### src/include/rf_ctrl_defs.svh
// Offsets, field positions, reset values and timing counts of the
// radio front-end control bank. Included by bare name.
`ifndef RF_CTRL_DEFS_SVH
`define RF_CTRL_DEFS_SVH

// Register indices (byte address = 4 * index)
`define IDX_SYNTH_PLL       12'h202
`define IDX_TX_POWER        12'h203
`define IDX_BATT_THRESH     12'h205
`define IDX_FILT_RECOV      12'h206
`define IDX_RX_STATUS       12'h030

// Field positions
`define POS_PLL_ON          7
`define POS_PWR_COARSE_HI   7
`define POS_PWR_COARSE_LO   6
`define POS_PWR_FINE_HI     5
`define POS_PWR_FINE_LO     3
`define POS_TRIP_HI         7
`define POS_TRIP_LO         4
`define POS_TX_FILTER       7
`define POS_FAST_WAKE       4
`define POS_MON_ON          3
`define POS_SUPPLY_LOW      5

// Writable masks; reserved bits hold zero
`define MASK_SYNTH_PLL      8'h80
`define MASK_TX_POWER       8'hf8
`define MASK_BATT_THRESH    8'hf0
`define MASK_FILT_RECOV     8'h98

`define RST_REG             8'h00

// Wake recovery bounds in microseconds at a 40 MHz clock
`define CLK_MHZ             40
`define WAKE_FAST_US        1000
`define WAKE_SLOW_US        3000
`define WAKE_FAST_CYC       (`WAKE_FAST_US * `CLK_MHZ)
`define WAKE_SLOW_CYC       (`WAKE_SLOW_US * `CLK_MHZ)

`endif

### src/include/rf_ctrl_pkg.sv
// Types shared by the radio control bank.
// Assumes rf_ctrl_defs.svh is compiled alongside.
package rf_ctrl_pkg;

    typedef struct packed {
        logic [1:0] tx_power_coarse;
        logic [2:0] tx_power_fine;
        logic       synth_loop_on;
        logic       tx_filter_ctrl;
        logic       fast_wake_recovery;
        logic       supply_monitor_on;
        logic [3:0] supply_trip_level;
    } radio_ctrl_s;

    typedef enum logic [1:0] {
        BUS_IDLE,
        BUS_ACK
    } bus_state_e;

endpackage

### src/hdl/rf_control_config_regs.sv
// Radio front-end control registers on a classic Wishbone slave.
// Assumes a 40 MHz clock; supply comparator input is asynchronous.
//
// The Wishbone register port was chosen for this implementation.
`timescale 1ns/1ps
`include "rf_ctrl_defs.svh"

module rf_control_config_regs #(
    parameter int FAST_WAKE_CYC = `WAKE_FAST_CYC,
    parameter int SLOW_WAKE_CYC = `WAKE_SLOW_CYC
) (
    // Clock and reset
    input  wire logic        CORE_CLK_I,
    input  wire logic        SRST_I,
    // Wishbone slave
    input  wire logic        CYC_I,
    input  wire logic        STB_I,
    input  wire logic        WE_I,
    input  wire logic [13:0] ADR_I,
    input  wire logic [3:0]  SEL_I,
    input  wire logic [31:0] DAT_I,
    output logic [31:0]      DAT_O,
    output logic             ACK_O,
    // Supply comparator and sleep wake
    input  wire logic        SUPPLY_BELOW_I,
    input  wire logic        WAKE_START_I,
    output logic             WAKE_READY_O,
    // Analog controls
    output logic [1:0]       TX_POWER_COARSE_O,
    output logic [2:0]       TX_POWER_FINE_O,
    output logic             SYNTH_LOOP_ON_O,
    output logic             TX_FILTER_CTRL_O,
    output logic             FAST_WAKE_RECOVERY_O,
    output logic             SUPPLY_MONITOR_ON_O,
    output logic [3:0]       SUPPLY_TRIP_LEVEL_O,
    output logic             SUPPLY_LOW_FLAG_O
);

    // ----------------------------------------
    // Storage
    // ----------------------------------------
    logic [7:0] tx_power_control;
    logic [7:0] battery_threshold_control;
    logic [7:0] filter_recovery_battery_control;
    logic [7:0] synth_pll_control;
    logic       below_meta;
    logic       below_sync;
    rf_ctrl_pkg::radio_ctrl_s ctrl;
    rf_ctrl_pkg::bus_state_e  bus_state;

    // ----------------------------------------
    // Decode
    // ----------------------------------------
    function automatic logic hit(input logic [13:0] adr,
                                 input logic [11:0] idx);
        hit = (adr[13:2] == idx) && (adr[1:0] == 2'b00);
    endfunction

    wire req      = CYC_I && STB_I && (bus_state == rf_ctrl_pkg::BUS_IDLE);
    wire wr_lane  = req && WE_I && SEL_I[0];
    wire hit_pll  = hit(ADR_I, `IDX_SYNTH_PLL);
    wire hit_pwr  = hit(ADR_I, `IDX_TX_POWER);
    wire hit_trip = hit(ADR_I, `IDX_BATT_THRESH);
    wire hit_filt = hit(ADR_I, `IDX_FILT_RECOV);
    wire hit_stat = hit(ADR_I, `IDX_RX_STATUS);
    // Reserved bits are masked so they always read zero
    wire [7:0] wdat = DAT_I[7:0];

    // Status register holds only the supply low flag
    wire [7:0] status_byte = 8'(SUPPLY_LOW_FLAG_O) << `POS_SUPPLY_LOW;

    wire [7:0] rd_byte =
        hit_pll  ? synth_pll_control :
        hit_pwr  ? tx_power_control :
        hit_trip ? battery_threshold_control :
        hit_filt ? filter_recovery_battery_control :
        hit_stat ? status_byte : 8'h00;

    // ----------------------------------------
    // Field extraction
    // ----------------------------------------
    always_comb begin
        ctrl.tx_power_coarse = tx_power_control
            [`POS_PWR_COARSE_HI:`POS_PWR_COARSE_LO];
        ctrl.tx_power_fine = tx_power_control
            [`POS_PWR_FINE_HI:`POS_PWR_FINE_LO];
        ctrl.synth_loop_on = synth_pll_control[`POS_PLL_ON];
        ctrl.tx_filter_ctrl =
            filter_recovery_battery_control[`POS_TX_FILTER];
        ctrl.fast_wake_recovery =
            filter_recovery_battery_control[`POS_FAST_WAKE];
        ctrl.supply_monitor_on =
            filter_recovery_battery_control[`POS_MON_ON];
        ctrl.supply_trip_level = battery_threshold_control
            [`POS_TRIP_HI:`POS_TRIP_LO];
    end

    // ----------------------------------------
    // Registers and bus answer
    // ----------------------------------------
    // Single-cycle ack; one idle cycle follows so ack drops
    always_ff @(posedge CORE_CLK_I) begin
        if (SRST_I) begin
            synth_pll_control               <= `RST_REG;
            tx_power_control                <= `RST_REG;
            battery_threshold_control       <= `RST_REG;
            filter_recovery_battery_control <= `RST_REG;
            bus_state                       <= rf_ctrl_pkg::BUS_IDLE;
            ACK_O                           <= 1'b0;
            DAT_O                           <= 32'h0;
        end else begin
            ACK_O     <= req;
            bus_state <= req ? rf_ctrl_pkg::BUS_ACK : rf_ctrl_pkg::BUS_IDLE;
            if (req && !WE_I)
                DAT_O <= {24'h0, rd_byte};
            if (wr_lane && hit_pll)
                synth_pll_control <= wdat & `MASK_SYNTH_PLL;
            if (wr_lane && hit_pwr)
                tx_power_control <= wdat & `MASK_TX_POWER;
            if (wr_lane && hit_trip)
                battery_threshold_control <= wdat & `MASK_BATT_THRESH;
            if (wr_lane && hit_filt)
                filter_recovery_battery_control <= wdat & `MASK_FILT_RECOV;
        end
    end

    // ----------------------------------------
    // Supply monitor
    // ----------------------------------------
    // Comparator is analog and asynchronous: two flops first
    always_ff @(posedge CORE_CLK_I) begin
        if (SRST_I) begin
            below_meta        <= 1'b0;
            below_sync        <= 1'b0;
            SUPPLY_LOW_FLAG_O <= 1'b0;
        end else begin
            below_meta        <= SUPPLY_BELOW_I;
            below_sync        <= below_meta;
            SUPPLY_LOW_FLAG_O <= ctrl.supply_monitor_on && below_sync;
        end
    end

    // ----------------------------------------
    // Outputs
    // ----------------------------------------
    always_ff @(posedge CORE_CLK_I) begin
        if (SRST_I) begin
            TX_POWER_COARSE_O    <= 2'h0;
            TX_POWER_FINE_O      <= 3'h0;
            SYNTH_LOOP_ON_O      <= 1'b0;
            TX_FILTER_CTRL_O     <= 1'b0;
            FAST_WAKE_RECOVERY_O <= 1'b0;
            SUPPLY_MONITOR_ON_O  <= 1'b0;
            SUPPLY_TRIP_LEVEL_O  <= 4'h0;
        end else begin
            TX_POWER_COARSE_O    <= ctrl.tx_power_coarse;
            TX_POWER_FINE_O      <= ctrl.tx_power_fine;
            SYNTH_LOOP_ON_O      <= ctrl.synth_loop_on;
            TX_FILTER_CTRL_O     <= ctrl.tx_filter_ctrl;
            FAST_WAKE_RECOVERY_O <= ctrl.fast_wake_recovery;
            SUPPLY_MONITOR_ON_O  <= ctrl.supply_monitor_on;
            SUPPLY_TRIP_LEVEL_O  <= ctrl.supply_trip_level;
        end
    end

    // Wake timer; WAKE_START_I comes from same-clock sleep logic
    wake_timer #(
        .FAST_CYC (FAST_WAKE_CYC),
        .SLOW_CYC (SLOW_WAKE_CYC)
    ) u_wake (
        .clk_i   (CORE_CLK_I),
        .srst_i  (SRST_I),
        .fast_i  (ctrl.fast_wake_recovery),
        .start_i (WAKE_START_I),
        .ready_o (WAKE_READY_O)
    );

endmodule

### src/hdl/wake_timer.sv
// Wake-from-sleep recovery timer for the 40 MHz clock.
// Assumes one clock and a synchronous active-high reset.
`timescale 1ns/1ps
`include "rf_ctrl_defs.svh"

module wake_timer #(
    parameter int FAST_CYC = `WAKE_FAST_CYC,
    parameter int SLOW_CYC = `WAKE_SLOW_CYC
) (
    input  wire logic clk_i,
    input  wire logic srst_i,
    input  wire logic fast_i,
    input  wire logic start_i,
    output logic      ready_o
);
    logic [17:0] count;
    wire  [17:0] limit = fast_i ? 18'(FAST_CYC - 1) : 18'(SLOW_CYC - 1);

    // Limit is one below the count: ready rises FAST_CYC or SLOW_CYC cycles after start
    always_ff @(posedge clk_i) begin
        if (srst_i) begin
            count   <= 18'h0;
            ready_o <= 1'b0;
        end else if (start_i) begin
            count   <= 18'h0;
            ready_o <= 1'b0;
        end else if (!ready_o) begin
            count   <= count + 18'h1;
            ready_o <= (count >= limit);
        end
    end
endmodule

### config.mk
export PLATFORM = sky130hd
export DESIGN_NAME = rf_control_config_regs
export DESIGN_NICKNAME = d
export VERILOG_FILES = /design/src/include/rf_ctrl_pkg.sv /design/src/hdl/rf_control_config_regs.sv /design/src/hdl/wake_timer.sv
export VERILOG_INCLUDE_DIRS = /design/src /design/src/include
export SDC_FILE = /design/constraint.sdc
export NUM_CORES = 1
export LEC_CHECK = 0
export BUFFER_PORTS_ARGS = -buffer_cell sky130_fd_sc_hd__buf_2
export CELL_PAD_IN_SITES_DETAIL_PLACEMENT = 1
export CELL_PAD_IN_SITES_GLOBAL_PLACEMENT = 2
export CORE_MARGIN = 2
export CORE_UTILIZATION = 29
export CTS_BUF_LIST = sky130_fd_sc_hd__clkbuf_4 sky130_fd_sc_hd__clkbuf_8 sky130_fd_sc_hd__clkbuf_16
export DETAILED_ROUTE_END_ITERATION = 8
export PLACE_DENSITY = 0.85
export SLEW_MARGIN = 0
export SYNTH_ARGS = -nofsm -noshare
export SYNTH_HDL_FRONTEND = slang
export SYNTH_SLANG_ARGS = --single-unit
### constraint.sdc
create_clock -name CORE_CLK_I -period 4.15 [get_ports CORE_CLK_I]
set_clock_uncertainty 0.1 [all_clocks]
set_input_delay 0.415 -clock CORE_CLK_I [delete_from_list [all_inputs] [get_ports CORE_CLK_I]]
set_output_delay 0.415 -clock CORE_CLK_I [all_outputs]
set_load 0.05 [all_outputs]
==> metrics.csv <==
stage;metric;value;unit
power_and_ir_drop;p_sw;0.254;mW
floorplanning;num_rows;34;
detailed_routing;drt_wl_total;5770;microns
detailed_routing;drtPass1Iterations;4;
run;max-cap-violations;0;
synthesis;synth-seq-cells;54;
detailed_routing;wire_per_inst;13.3;microns
worst_hold_path;whs_path_depth;2;
floorplanning;coreArea;0.00868;sq mm
placed_design;io_buffers;47;
grt;grt_pass1_vias;2010;
detailed_routing;avgViaCountPerCell;4.66;
floorplanning;fp.dieW;98.2;microns
timing;finalSetupTns;0;ns
synthesis;syn_inst;281;
timing;timing.final.crit_share;0.484;
synthesis;yosysTopAreaCell;dfxtp_1;
synthesis;synth-edff-count;0;
clock_tree;cts_made_buffers;5;
worst_hold_path;hold_start;SUPPLY_BELOW_I;
finish;nets;388;
finish;syn2layout_area_growth;13.4;%
timing;slew_headroom;0.477;
floorplanning;ios;105;
power_and_ir_drop;vdd_drop_max;0.000107;V
synthesis;synth_area;0.00257;sq mm
synthesis;avgSynthCellArea;9.15;sq um
timing;slew_violations;0;
synthesis;synth_warnings;0;
setup_path;r2r_start;u_wake.ready_o;
clock_tree;cts.sinks;54;
synthesis;synth_top_area_frac;0.420;
power_and_ir_drop;power_frac_clock;0.354;
placed_design;hpwl;4310;microns
timing;fmax;498;MHz
power_and_ir_drop;leakage;1.42;nW
setup_path;path_class;register to register;
timing;rsz0062_at_grt;no;
synthesis;async_flop_share;0;
grt;antenna_found_initial;0;
finish;n_fill_cell;1063;
power_and_ir_drop;pwr-share-seq;0.541;
grt;grt_pass1_wl;9890;microns
floorplanning;initial_core_util;0.296;
setup_path;slowest_delay;0.56;ns
clock_tree;cts_tree;yes;
setup_path;crit_family;simple AND/OR/NAND/NOR gates;
grt;overflow;0;
outcome;outcome;completed;
synthesis;ys_types;43;
synthesis;synth.area.top_cells;dfxtp_1 42%, buf_4 7.9%, mux2i_1 5.8%;
synthesis;ys.flop_type;dfxtp_1;
floorplanning;fp.dieH;98.2;microns
placed_design;place.gp.congestion;0.783;
finish;drive_above_1_share;0.199;
detailed_routing;ant_nets;0;
timing;tightestPinTransition;0.778;ns
clock_tree;clkLatencyLatePin;0.31;ns
setup_path;crit_path_end_kind;register;
setup_path;reg2reg_setup_slack;2.14;ns
worst_hold_path;holdPathEnd;below_meta;
finish;final_common_cell;dfxtp_1;
clock_tree;h-tree-depth;2;
finish;final_util;0.336;
power_and_ir_drop;power.density;330;mW/mm^2
setup_path;rr_endpoint;u_wake.count[15];
clock_tree;clock_path_buffers;2;
detailed_routing;drc_errors;0;
clock_tree;post_cts_buffers;0;
clock_tree;cts_hold_buf;0;
finish;antenna_cells;0;
finish;final_cell_mix;54 x dfxtp_1, 47 x buf_2, 27 x conb_1, 22 x nor2_1, 18 x nand2b_1;
worst_hold_path;worstHoldPathType;input port to register;
clock_tree;cts_root_buf;clkbuf_8;
clock_tree;ctsResizeCount;0;
floorplanning;dieArea;0.00964;sq mm
setup_path;worstRegToRegCells;4;
synthesis;ys_seq_area_frac;0.420;
setup_path;worstPathCellList;nand4b_1, nor4_2, a31oi_1, a41o_1;
timing;fin_crit;2.01;ns
power_and_ir_drop;total_power;0.963;mW
setup_path;cp-start-kind;register;
power_and_ir_drop;switching_share;0.264;
setup_path;cp.required;4.26;ns
timing;setup_viol;0;
setup_path;cp_num_buf_inv;0;
finish;multiInputGateArea;0.00130;sq mm
power_and_ir_drop;combinationalPowerShare;0.105;
timing;final_hold_viol_count;0;
grt;grt_start_max_net_pins;29;
placed_design;dp_cells;427;
grt;track_usage;0.124;
detailed_routing;vias;2025;
clock_tree;clk_pin_slew;0.10;ns
setup_path;critPathSlowestCell;nor4_2;
setup_path;cp.arrival;2.12;ns
setup_path;worst-path-max-fanout;8;
detailed_routing;drt_iter0_markers;84;
finish;stdcell_count;435;
power_and_ir_drop;intPower;0.708;mW
finish;ff_latch_area;0.00108;sq mm
[worst register-to-register path, stage by stage (launching register included)]
cell      delay, ns
dfxtp_1        0.39
nand4b_1       0.45
nor4_2         0.56
a31oi_1        0.17
a41o_1         0.23
[through the flow]
step	hold slack, ns	setup WS (ns)	area [sq um]
global placement	0.313	1.87	2810
global route	0.247	1.95	2920
CTS	0.221	2.12	2920
detailed placement	0.318	1.82	2810
finish	0.223	2.14	2920
floorplan	0.306	2.15	2670
[cell usage after synthesis, drive strengths merged, types with 3 or more instances]
cell type	n
dfxtp	54
buf	27
nor2	22
nand2b	18
nand2	17
inv	15
mux2i	15
a21oi	9
nand3	9
clkbuf	8
nand4	8
nand4b	7
nor3	7
nor2b	6
nor4	6
xnor2	6
a31oi	5
ha	5
a41o	4
nand3b	4
or3	4
xor2	4
o21ai	3
or2	3
[logic make-up (layout without fill, tap and decap cells)]
family | Yosys count | count (layout) | share of synthesized area
compound gates | 27 | 27 | 0.0705
fa+ha+maj | 5 | 5 | 0.0243
buf+inv | 50 | 70 | 0.112
flops | 54 | 54 | 0.420
simple gates | 119 | 119 | 0.279
mux | 15 | 15 | 0.0584
xor+xnor | 10 | 10 | 0.0340
other cells | 1 | 27 | 0.00146
[layout make-up]
cell class	count	share of cell area
Multi-Input combinational cell	203	0.446
Sequential cell	54	0.370
Timing Repair Buffer	47	0.0806
Tap cell	108	0.0463
Clock buffer	8	0.0377
Inverter	15	0.0193
[worst max path at each step]
| stage | startpoint | to | slack [ns] | cells after the start |
|---|---|---|---|---|
| global route | u_wake.ready_o | u_wake.count[15] | 1.95 | 4 |
| global placement | ADR_I[8] | battery_threshold_control[6] | 1.87 | 5 |
| CTS | u_wake.ready_o | u_wake.count[15] | 2.12 | 4 |
| finish | u_wake.ready_o | u_wake.count[15] | 2.14 | 4 |
| detailed placement | ADR_I[8] | battery_threshold_control[4] | 1.82 | 5 |
| floorplan | ADR_I[8] | battery_threshold_control[4] | 2.15 | 4 |
[flip-flops by register name, summed over array words and instances, names as in the netlist, 2 cells and up]
register                         count
DAT_O                                5
SUPPLY_TRIP_LEVEL_O                  4
TX_POWER_COARSE_O                    2
TX_POWER_FINE_O                      3
battery_threshold_control            4
filter_recovery_battery_control      3
tx_power_control                     5
u_wake.count                        18
[metal layers]
metal	track usage	routed length, microns	up-vias	share of wire
met4	0.0400	97	0	0.017
li1	-	-	1008	-
met5	0	0	-	0
met1	0.165	2690	963	0.47
met2	0.200	2730	45	0.47
met3	0.0286	256	9	0.044
[power by group through the flow]
stage                     Clock, mW  Combinational [mW]  Sequential [mW]
after global routing          0.376               0.108            0.522
after detailed placement          0               0.101            0.533
final                         0.340               0.101            0.521
after CTS                     0.353               0.101            0.521
after global placement            0               0.100            0.533
after floorplan                   0              0.0993            0.534
(Power assumes the default switching activity.)
